[src/hw/spp_regs.svh]
`ifndef SPP_REGS_SVH
`define SPP_REGS_SVH
// ==========================================
// register indexes (byte address is four times the index)
`define SPP_IDX_SEP_THR 6'h11
`define SPP_IDX_VS_CTRL 6'h14
`define SPP_IDX_SLICER 6'h1D
`define SPP_IDX_PWR 6'h1E
`define SPP_IDX_SRC_SEL 6'h1F
`define SPP_IDX_HS_CTRL 6'h20
`define SPP_IDX_WINDOW 6'h23
`define SPP_IDX_DETECT 6'h24
`define SPP_IDX_STATUS 6'h25
// ==========================================
// field positions
`define SPP_VS_FILT_EN 2
`define SPP_SLICER_LSB 3
`define SPP_PWR_AUTO 4
`define SPP_PWR_SW_PD 3
`define SPP_PWR_PIN_POL 2
`define SPP_PWR_OUT_HIZ 1
`define SPP_PWR_SOG_HIZ 0
`define SPP_HS_PLL_FILT 2
`define SPP_HS_PROC_REGEN 1
`define SPP_SRC_LINE_SEL 0
`define SPP_SRC_SEP_LINE 1
`define SPP_ST_EXTRA 1
// ==========================================
// reset values
`define SPP_RST_SEP_THR 8'h20
`define SPP_RST_VS_CTRL 8'h04
`define SPP_RST_SLICER 8'h78
`define SPP_RST_PWR 8'h04
`define SPP_RST_SRC_SEL 8'h00
`define SPP_RST_HS_CTRL 8'h06
`define SPP_RST_WINDOW 8'h0A
// ==========================================
// timing
`define SPP_CLK_NS 10
`define SPP_SEP_UNIT_NS 200
`define SPP_WIN_UNIT_NS 25
`endif

[src/hw/spp_pkg.sv]
package spp_pkg;
    // apb request bundle from the master
    typedef struct packed {
        logic psel;
        logic penable;
        logic pwrite;
        logic [7:0] paddr;
        logic [31:0] pwdata;
    } spp_apb_req_t;
    // vertical sync filter states
    typedef enum {SPP_VF_IDLE, SPP_VF_WAIT_ON, SPP_VF_ACTIVE, SPP_VF_WAIT_OFF} spp_vf_state_t;
endpackage

[src/hw/spp_sync_power.sv]
`timescale 1ns/1ps
`default_nettype none
`include "spp_regs.svh"
module spp_sync_power #(
    parameter int DATA_W = 30,
    parameter int PIPE_DEPTH = 6,
    parameter int LINE_W = 16,
    parameter int REGEN_W = 8
) (
    input wire logic pclk, // bus and logic clock
    input wire logic presetn, // async reset
    input wire spp_pkg::spp_apb_req_t apb_req, // apb request
    output logic pready, // apb ready
    output logic [31:0] prdata, // apb read data
    output logic pslverr, // apb error
    input wire logic green_channel_sync_input, // comparator result
    input wire logic [1:0] line_sync_inputs, // line sync inputs
    input wire logic [7:0] sync_detect, // activity detect bits
    input wire logic pwr_pin, // power-down pin
    input wire logic [DATA_W-1:0] data_in, // converter data
    output logic [4:0] slicer_level, // trigger level
    output logic sliced_green_sync_output, // sliced sync pin
    output logic sliced_green_sync_output_oe_n, // low drives
    output logic vsync_out, // cleaned vertical sync
    output logic field_odd, // odd/even field
    output logic pll_sync, // sync to clock loop
    output logic proc_sync, // sync to processing
    output logic power_down, // core powered down
    output logic [DATA_W-1:0] data_out, // output data
    output logic data_oe_n, // low drives data and clock
    output logic data_clk, // output data clock
    output logic data_valid // pipeline filled
);
    localparam int SEP_CYC = `SPP_SEP_UNIT_NS / `SPP_CLK_NS;
    localparam int WIN_CYC_F = `SPP_WIN_UNIT_NS / `SPP_CLK_NS;
    localparam int WIN_CYC = (WIN_CYC_F < 1) ? 1 : WIN_CYC_F;
    localparam int FILL_W = $clog2(PIPE_DEPTH + 1);

    initial begin
        if (DATA_W < 1 || PIPE_DEPTH < 1 || LINE_W < 10 || REGEN_W < 1 || REGEN_W >= 256)
            $error("spp_sync_power: unsupported parameters");
    end

    // ==========================================
    // register bus
    logic [7:0] thr_r, vsc_r, slc_r, pwr_r, src_r, hsc_r, win_r, det_r;
    logic ext_r, pready_r, pslverr_r;
    logic [31:0] prdata_r;
    logic [5:0] idx;
    logic acc, wr_en, rd_en;

    // index from byte address
    function automatic logic [5:0] reg_idx(input logic [7:0] a);
        return a[7:2];
    endfunction

    // decode a mapped register index
    function automatic logic reg_hit(input logic [5:0] i);
        return i inside {`SPP_IDX_SEP_THR, `SPP_IDX_VS_CTRL, `SPP_IDX_SLICER, `SPP_IDX_PWR,
            `SPP_IDX_SRC_SEL, `SPP_IDX_HS_CTRL, `SPP_IDX_WINDOW, `SPP_IDX_DETECT,
            `SPP_IDX_STATUS};
    endfunction

    assign idx = reg_idx(apb_req.paddr);
    assign acc = apb_req.psel & apb_req.penable & pready_r;
    assign wr_en = acc & apb_req.pwrite & reg_hit(idx);
    assign rd_en = acc & ~apb_req.pwrite & reg_hit(idx);

    // no wait state: ready and data in the first access cycle
    always_ff @(posedge pclk or negedge presetn) begin
        if (!presetn) begin
            pready_r <= 1'b0;
            pslverr_r <= 1'b0;
            prdata_r <= 32'h0000_0000;
        end else begin
            pready_r <= apb_req.psel & ~apb_req.penable & ~pready_r;
            pslverr_r <= apb_req.psel & ~apb_req.penable & ~pready_r & ~reg_hit(idx);
            prdata_r <= 32'h0000_0000;
            if (apb_req.psel & ~apb_req.penable & ~apb_req.pwrite) begin
                unique case (idx)
                    `SPP_IDX_SEP_THR: prdata_r <= {24'h000000, thr_r};
                    `SPP_IDX_VS_CTRL: prdata_r <= {24'h000000, vsc_r};
                    `SPP_IDX_SLICER: prdata_r <= {24'h000000, slc_r};
                    `SPP_IDX_PWR: prdata_r <= {24'h000000, pwr_r};
                    `SPP_IDX_SRC_SEL: prdata_r <= {24'h000000, src_r};
                    `SPP_IDX_HS_CTRL: prdata_r <= {24'h000000, hsc_r};
                    `SPP_IDX_WINDOW: prdata_r <= {24'h000000, win_r};
                    `SPP_IDX_DETECT: prdata_r <= {24'h000000, det_r};
                    `SPP_IDX_STATUS: prdata_r <= {30'h0000_0000, ext_r, 1'b0};
                    default: prdata_r <= 32'h0000_0000;
                endcase
            end
        end
    end

    // writable configuration
    always_ff @(posedge pclk or negedge presetn) begin
        if (!presetn) begin
            thr_r <= `SPP_RST_SEP_THR;
            vsc_r <= `SPP_RST_VS_CTRL;
            slc_r <= `SPP_RST_SLICER;
            pwr_r <= `SPP_RST_PWR;
            src_r <= `SPP_RST_SRC_SEL;
            hsc_r <= `SPP_RST_HS_CTRL;
            win_r <= `SPP_RST_WINDOW;
        end else if (wr_en) begin
            unique case (idx)
                `SPP_IDX_SEP_THR: thr_r <= apb_req.pwdata[7:0];
                `SPP_IDX_VS_CTRL: vsc_r <= apb_req.pwdata[7:0];
                `SPP_IDX_SLICER: slc_r <= apb_req.pwdata[7:0];
                `SPP_IDX_PWR: pwr_r <= apb_req.pwdata[7:0];
                `SPP_IDX_SRC_SEL: src_r <= apb_req.pwdata[7:0];
                `SPP_IDX_HS_CTRL: hsc_r <= apb_req.pwdata[7:0];
                `SPP_IDX_WINDOW: win_r <= apb_req.pwdata[7:0];
                default: ;
            endcase
        end
    end

    // ==========================================
    // free-running time units
    logic [4:0] t200_cnt_r;
    logic [1:0] t25_cnt_r;
    logic t200;

    always_ff @(posedge pclk or negedge presetn) begin
        if (!presetn) begin
            t200_cnt_r <= 5'h00;
            t25_cnt_r <= 2'h0;
        end else begin
            t200_cnt_r <= (t200_cnt_r == 5'(SEP_CYC - 1)) ? 5'h00 : t200_cnt_r + 5'h01;
            t25_cnt_r <= (t25_cnt_r == 2'(WIN_CYC - 1)) ? 2'h0 : t25_cnt_r + 2'h1;
        end
    end
    assign t200 = (t200_cnt_r == 5'(SEP_CYC - 1));

    // ==========================================
    // slicer, source choice, separator
    logic csync_r, raw_hs, sep_vs_r, hs_d_r, hs_rise;
    logic [7:0] sep_cnt_r;

    // detection and slicing run regardless of power-down
    always_ff @(posedge pclk or negedge presetn) begin
        if (!presetn) begin
            csync_r <= 1'b0;
            det_r <= 8'h00;
        end else begin
            csync_r <= green_channel_sync_input;
            det_r <= sync_detect;
        end
    end
    assign raw_hs = src_r[`SPP_SRC_SEP_LINE] ? line_sync_inputs[src_r[`SPP_SRC_LINE_SEL]]
        : csync_r;

    // count units of pulse width, pass only once the count reaches threshold
    always_ff @(posedge pclk or negedge presetn) begin
        if (!presetn) begin
            sep_cnt_r <= 8'h00;
            sep_vs_r <= 1'b0;
            hs_d_r <= 1'b0;
        end else begin
            hs_d_r <= raw_hs;
            if (!raw_hs)
                sep_cnt_r <= 8'h00;
            else if (t200 && sep_cnt_r != 8'hFF)
                sep_cnt_r <= sep_cnt_r + 8'h01;
            sep_vs_r <= raw_hs & (sep_cnt_r >= thr_r);
        end
    end
    assign hs_rise = raw_hs & ~hs_d_r;

    // ==========================================
    // line-sync regenerator and window filter
    logic [LINE_W-1:0] lcnt_r, per_r, win, half;
    logic in_win, accept, regen_r, filt_r;

    assign half = per_r >> 1;
    assign win = LINE_W'(32'(win_r) * WIN_CYC);
    assign in_win = (lcnt_r < win) || (LINE_W'(lcnt_r + win) >= per_r);
    assign accept = hs_rise && (lcnt_r >= half);

    // flywheel: early edges ignored, missing edges bridged
    always_ff @(posedge pclk or negedge presetn) begin
        if (!presetn) begin
            lcnt_r <= '0;
            per_r <= '1;
            regen_r <= 1'b0;
        end else begin
            if (accept) begin
                per_r <= lcnt_r;
                lcnt_r <= '0;
            end else if (lcnt_r >= per_r) begin
                lcnt_r <= '0;
            end else begin
                lcnt_r <= lcnt_r + 1'b1;
            end
            regen_r <= (accept || lcnt_r >= per_r || lcnt_r < LINE_W'(REGEN_W - 1));
        end
    end

    // pass edges inside the window, flag the rest
    always_ff @(posedge pclk or negedge presetn) begin
        if (!presetn) begin
            filt_r <= 1'b0;
            ext_r <= 1'b0;
        end else begin
            if (hs_rise && in_win)
                filt_r <= 1'b1;
            else if (!raw_hs)
                filt_r <= 1'b0;
            if (hs_rise && !in_win)
                ext_r <= 1'b1;
            else if (rd_en && idx == `SPP_IDX_STATUS)
                ext_r <= 1'b0;
        end
    end

    // source choice for clock loop and processing
    always_ff @(posedge pclk or negedge presetn) begin
        if (!presetn) begin
            pll_sync <= 1'b0;
            proc_sync <= 1'b0;
        end else begin
            pll_sync <= hsc_r[`SPP_HS_PLL_FILT] ? filt_r : raw_hs;
            proc_sync <= hsc_r[`SPP_HS_PROC_REGEN] ? regen_r : raw_hs;
        end
    end

    // ==========================================
    // vertical sync filter
    spp_pkg::spp_vf_state_t vf_r;
    logic sep_d_r, vf_en, at_mid;

    assign vf_en = vsc_r[`SPP_VS_FILT_EN];
    assign at_mid = (lcnt_r == half);

    always_ff @(posedge pclk or negedge presetn) begin
        if (!presetn) begin
            vf_r <= spp_pkg::SPP_VF_IDLE;
            sep_d_r <= 1'b0;
            vsync_out <= 1'b0;
            field_odd <= 1'b0;
        end else begin
            sep_d_r <= sep_vs_r;
            unique case (vf_r)
                spp_pkg::SPP_VF_IDLE: begin
                    if (sep_vs_r && !sep_d_r) begin
                        if (vf_en) begin
                            field_odd <= (lcnt_r < half);
                            vf_r <= spp_pkg::SPP_VF_WAIT_ON;
                        end else begin
                            field_odd <= 1'b0;
                            vsync_out <= 1'b1;
                            vf_r <= spp_pkg::SPP_VF_ACTIVE;
                        end
                    end
                end
                spp_pkg::SPP_VF_WAIT_ON: begin
                    if (at_mid) begin
                        vsync_out <= 1'b1;
                        vf_r <= spp_pkg::SPP_VF_ACTIVE;
                    end
                end
                spp_pkg::SPP_VF_ACTIVE: begin
                    if (!sep_vs_r)
                        vf_r <= vf_en ? spp_pkg::SPP_VF_WAIT_OFF : spp_pkg::SPP_VF_IDLE;
                    if (!sep_vs_r && !vf_en)
                        vsync_out <= 1'b0;
                end
                spp_pkg::SPP_VF_WAIT_OFF: begin
                    if (at_mid) begin
                        vsync_out <= 1'b0;
                        vf_r <= spp_pkg::SPP_VF_IDLE;
                    end
                end
            endcase
        end
    end

    // ==========================================
    // power control and output enables
    logic pd_nxt, pin_act;

    assign pin_act = pwr_r[`SPP_PWR_PIN_POL] ? pwr_pin : ~pwr_pin;
    assign pd_nxt = pwr_r[`SPP_PWR_AUTO] ? ~(det_r[2] | det_r[3] | det_r[6] | det_r[7])
        : (pin_act | pwr_r[`SPP_PWR_SW_PD]);

    always_ff @(posedge pclk or negedge presetn) begin
        if (!presetn) begin
            power_down <= 1'b0;
            slicer_level <= 5'h00;
            sliced_green_sync_output <= 1'b0;
            sliced_green_sync_output_oe_n <= 1'b1;
            data_oe_n <= 1'b1;
        end else begin
            power_down <= pd_nxt;
            slicer_level <= slc_r[`SPP_SLICER_LSB +: 5];
            sliced_green_sync_output <= csync_r;
            sliced_green_sync_output_oe_n <= pwr_r[`SPP_PWR_SOG_HIZ];
            data_oe_n <= pwr_r[`SPP_PWR_OUT_HIZ] | pd_nxt;
        end
    end

    // ==========================================
    // output pipeline and data clock
    logic [DATA_W-1:0] pipe_r [PIPE_DEPTH];
    logic [FILL_W-1:0] fill_r;
    logic shift;

    assign shift = data_clk; // data moves on the falling side of the data clock

    // clock at half rate, rising midway between data updates
    always_ff @(posedge pclk or negedge presetn) begin
        if (!presetn)
            data_clk <= 1'b0;
        else
            data_clk <= ~data_clk & ~power_down;
    end

    genvar g;
    generate
        for (g = 0; g < PIPE_DEPTH; g++) begin : g_pipe
            // one stage of the output pipeline
            always_ff @(posedge pclk or negedge presetn) begin
                if (!presetn)
                    pipe_r[g] <= '0;
                else if (shift)
                    pipe_r[g] <= (g == 0) ? data_in : pipe_r[(g == 0) ? 0 : g - 1];
            end
        end
    endgenerate

    // count data sets until the pipeline has flushed
    always_ff @(posedge pclk or negedge presetn) begin
        if (!presetn) begin
            fill_r <= '0;
            data_valid <= 1'b0;
            data_out <= '0;
        end else begin
            if (power_down)
                fill_r <= '0;
            else if (shift && fill_r != FILL_W'(PIPE_DEPTH))
                fill_r <= fill_r + 1'b1;
            if (shift) begin
                data_out <= pipe_r[PIPE_DEPTH-1];
                data_valid <= !power_down && fill_r == FILL_W'(PIPE_DEPTH);
            end else if (power_down) begin
                data_valid <= 1'b0;
            end
        end
    end

    assign pready = pready_r;
    assign prdata = prdata_r;
    assign pslverr = pslverr_r;
endmodule
`default_nettype wire

[config.mk]
export PLATFORM = sky130hd
export DESIGN_NAME = spp_sync_power
export DESIGN_NICKNAME = d
export VERILOG_FILES = /design/src/hw/spp_pkg.sv /design/src/hw/spp_sync_power.sv
export VERILOG_INCLUDE_DIRS = /design/src /design/src/hw
export SDC_FILE = /design/constraint.sdc
export NUM_CORES = 1
export LEC_CHECK = 0
export BUFFER_PORTS_ARGS = -buffer_cell sky130_fd_sc_hd__buf_2
export CORE_MARGIN = 4
export CORE_UTILIZATION = 45
export DETAILED_ROUTE_END_ITERATION = 6
export PLACE_DENSITY = 0.6
export SLEW_MARGIN = 20
export SYNTH_ARGS = -nofsm -noshare
export SYNTH_HDL_FRONTEND = slang
export SYNTH_SLANG_ARGS = --single-unit
[constraint.sdc]
create_clock -name pclk -period 4.1 [get_ports pclk]
set_input_delay 0.41 -clock pclk [delete_from_list [all_inputs] [get_ports pclk]]
set_output_delay 0.41 -clock pclk [all_outputs]
set_load 0.02 [all_outputs]
==> metrics.csv <==
metric,value,unit
status,finished with violations,
violated checks,hold timing,
DP Area,17000,µm²
"flops & latches, synth",356,
Starting Density,0.459,
post-detailed-route count of antenna-violating nets,0,
post-route insts no fill,1810,
LEAKAGE,0.00850,µW
largest net degree at the start of global routing,121,
first-pass GRT wire length,51700,µm
CP Max Fanout,4,
Final period util,0.925,
leading area contributor after synthesis,dfrtp_1,
H-tree depth,2,
GRT Total Usage,0.163,
"Core Util, Final",0.532,
core area,34700,µm²
synth warn,0,
DR vias,9502,
Max clock buf depth,3,
via/cell ratio,5.25,
vias in the first global route,9721,
Crit. End Element,flop,
Worst Path Required,4.57,ns
top_reg_cell synth,dfrtp_1,
io pins,166,
final hold violations,26,
"EDFF count, synth",0,
# diodes,0,
Die ar.,38500,µm²
mux share of post-synthesis cell area,0.206,
Worst Setup Path Type,reg -> reg,
critical path data arrival time,4.27,ns
I/O Buffers,115,
fraction of layout cells with a size suffix above 1,0.387,
dpl cells,1732,
Avg Synthesized Cell Area,13.4,µm²
synth unique cells,66,
synthesized instance count,1186,
Chip Height,196,µm
endpoints failing setup,0,
Post-synth top cells,"dfrtp_1 (327), mux2_2 (282), ha_1 (75)",
Compound-Gate Fraction of Synth Area,0.0511,
clock latency on the worst-skew pair,0.53,ns
Clock Sinks,356,
Remaining DRCs,0,
root buffer cell,clkbuf_16,
row cnt,68,
Reg area,8950,µm²
Max Cap Violations,0,
fin crit period,3.79,ns
Multi-input gate area,6510,µm²
Final Wtd Congestion,0.859,
"CTS clk-pin slew, worst paths",0.06,ns
"Design Area, Final",18500,µm²
final net count,1490,
RSZ-0062 raised after global routing,no,
Rel. slew slack,0.361,
Worst setup SP type,flop,
DRT Pass-1 Iters,6,
chip width,196,µm
CTS tree,done,
Total Routed Length,31100,µm
initial antenna violation count,2,
Peak VDD IR,0.000417,V
HPWL after DPL,21500,µm
PwrDens,536,nW/µm²
Fill cells,3003,
Avg WL per Cell,17.2,µm
"Area growth, synth to finish",16.0,%
actual slew at the worst max-slew pin,0.951,ns
CTS Buf Count,39,
Synth Area in XOR/XNOR,0.0209,
GR Overflow Total,0,
Mapped Area,15900,µm²
final slew viol count,0,
Synth area leaders,"dfrtp_1 (51%), mux2_2 (20%), ha_1 (5.9%)",
Initial DRC Count,407,
Setup TNS,0,ns
Synth Area in Simple Gates,0.0648,
"FFs w/ async S/R, synth",1.00,
Yosys top cell area share,0.514,
Synth Area in Adders,0.0602,
main combinational cell family by area after synthesis,multiplexers,
Hold Slack,-0.0542,ns
share of the yosys chip area belonging to registers,0.562,
Clock Skew,0.0138,ns
top-count cell post-synth,dfrtp_1,
Hold WC Path Type,in -> async,
Max Fclk,264,MHz
worst max-delay path, stage by stage, from the launching register on:
cell	delay, ns
dfstp_2	0.56
inv_1	0.07
ha_1	0.28
nand2b_1	0.18
a221oi_1	0.39
o221ai_1	0.23
a21oi_1	0.37
nand4_1	0.16
xnor2_1	0.16
ha_1	0.30
nand4_1	0.11
nor3_1	0.31
o2111ai_1	0.20
a31oi_1	0.28
o21a_1	0.14
logic make-up after synthesis:
logic type,count (synthesis)
flops,356
mux,291
simple gates,190
buf+inv,119
compound gates,115
fa+ha+maj,76
xor+xnor,38
other cells,1
per-stage QoR:
step	setup slack (ns)	hold slack [ns]	total power, µW
floorplan	0.530	0.114	5810
global placement	0.290	0.356	6260
detailed placement	0.267	0.359	6340
CTS	0.256	0.0101	10100
global route	0.0114	0.0308	10400
finish	0.307	-0.0542	9900
report_power, final:
group | total [µW] | switching (µW) | internal [µW]
clock | 3660 | 1380 | 2280
combinational | 1490 | 673 | 817
sequential | 4760 | 403 | 4350
total | 9900 | 2450 | 7450
layout by cell type, fill, tap and decap left out, drive strengths merged, types with 15 or more instances in the layout:
master,count
a21oi,32
a222oi,15
buf,136
clkbuf,54
conb,24
dfrtp,327
dfstp,29
ha,75
inv,51
mux2,284
nand2,34
nand3,19
nor2,36
nor3,27
o21ai,16
xnor2,21
xor2,17
state kept, by name (all words and copies together), names as in the netlist, 16 cells and up:
signal and flops:
data_out 30, lcnt_r 16, per_r 16, pipe_r 180
path summary, 6_finish.rpt:
check                           start                  endpoint  slack (ns)  cells after the start
min reg2reg                   csync_r  sliced_green_sync_output        0.37                      0
min in group pclk          data_in[0]               pipe_r[150]        0.10                      2
max in group asynchronous     presetn                  slc_r[6]        3.10                      2
max reg2reg                  win_r[1]                    filt_r        0.31                     14
min                           presetn               pipe_r[173]       -0.05                      1
max                          win_r[1]                    filt_r        0.31                     14
metal layers:
layer,GRT usage,routed length (µm),part of all wire
met1,0.226,14400,0.46
met2,0.266,14700,0.47
met3,0.0325,1420,0.046
met4,0.0401,583,0.019
met5,0,13,0.00042
repair_timing:
item,in CTS,in global routing
endpoints found under the hold margin,9,0
resized for setup,0,1
hold buffers,9,0
setup buffers,0,0
setup endpoints to repair,0,1
cell type report:
cell class	instances	area share
multi-input cells	734	0.352
clock buffers	54	0.0603
repair buffers	145	0.0478
flip-flops and latches	356	0.485
inverters	51	0.0104
clock inverters	15	0.0136
well taps	455	0.0308
No activity file was read; power rests on OpenSTA's default activity.
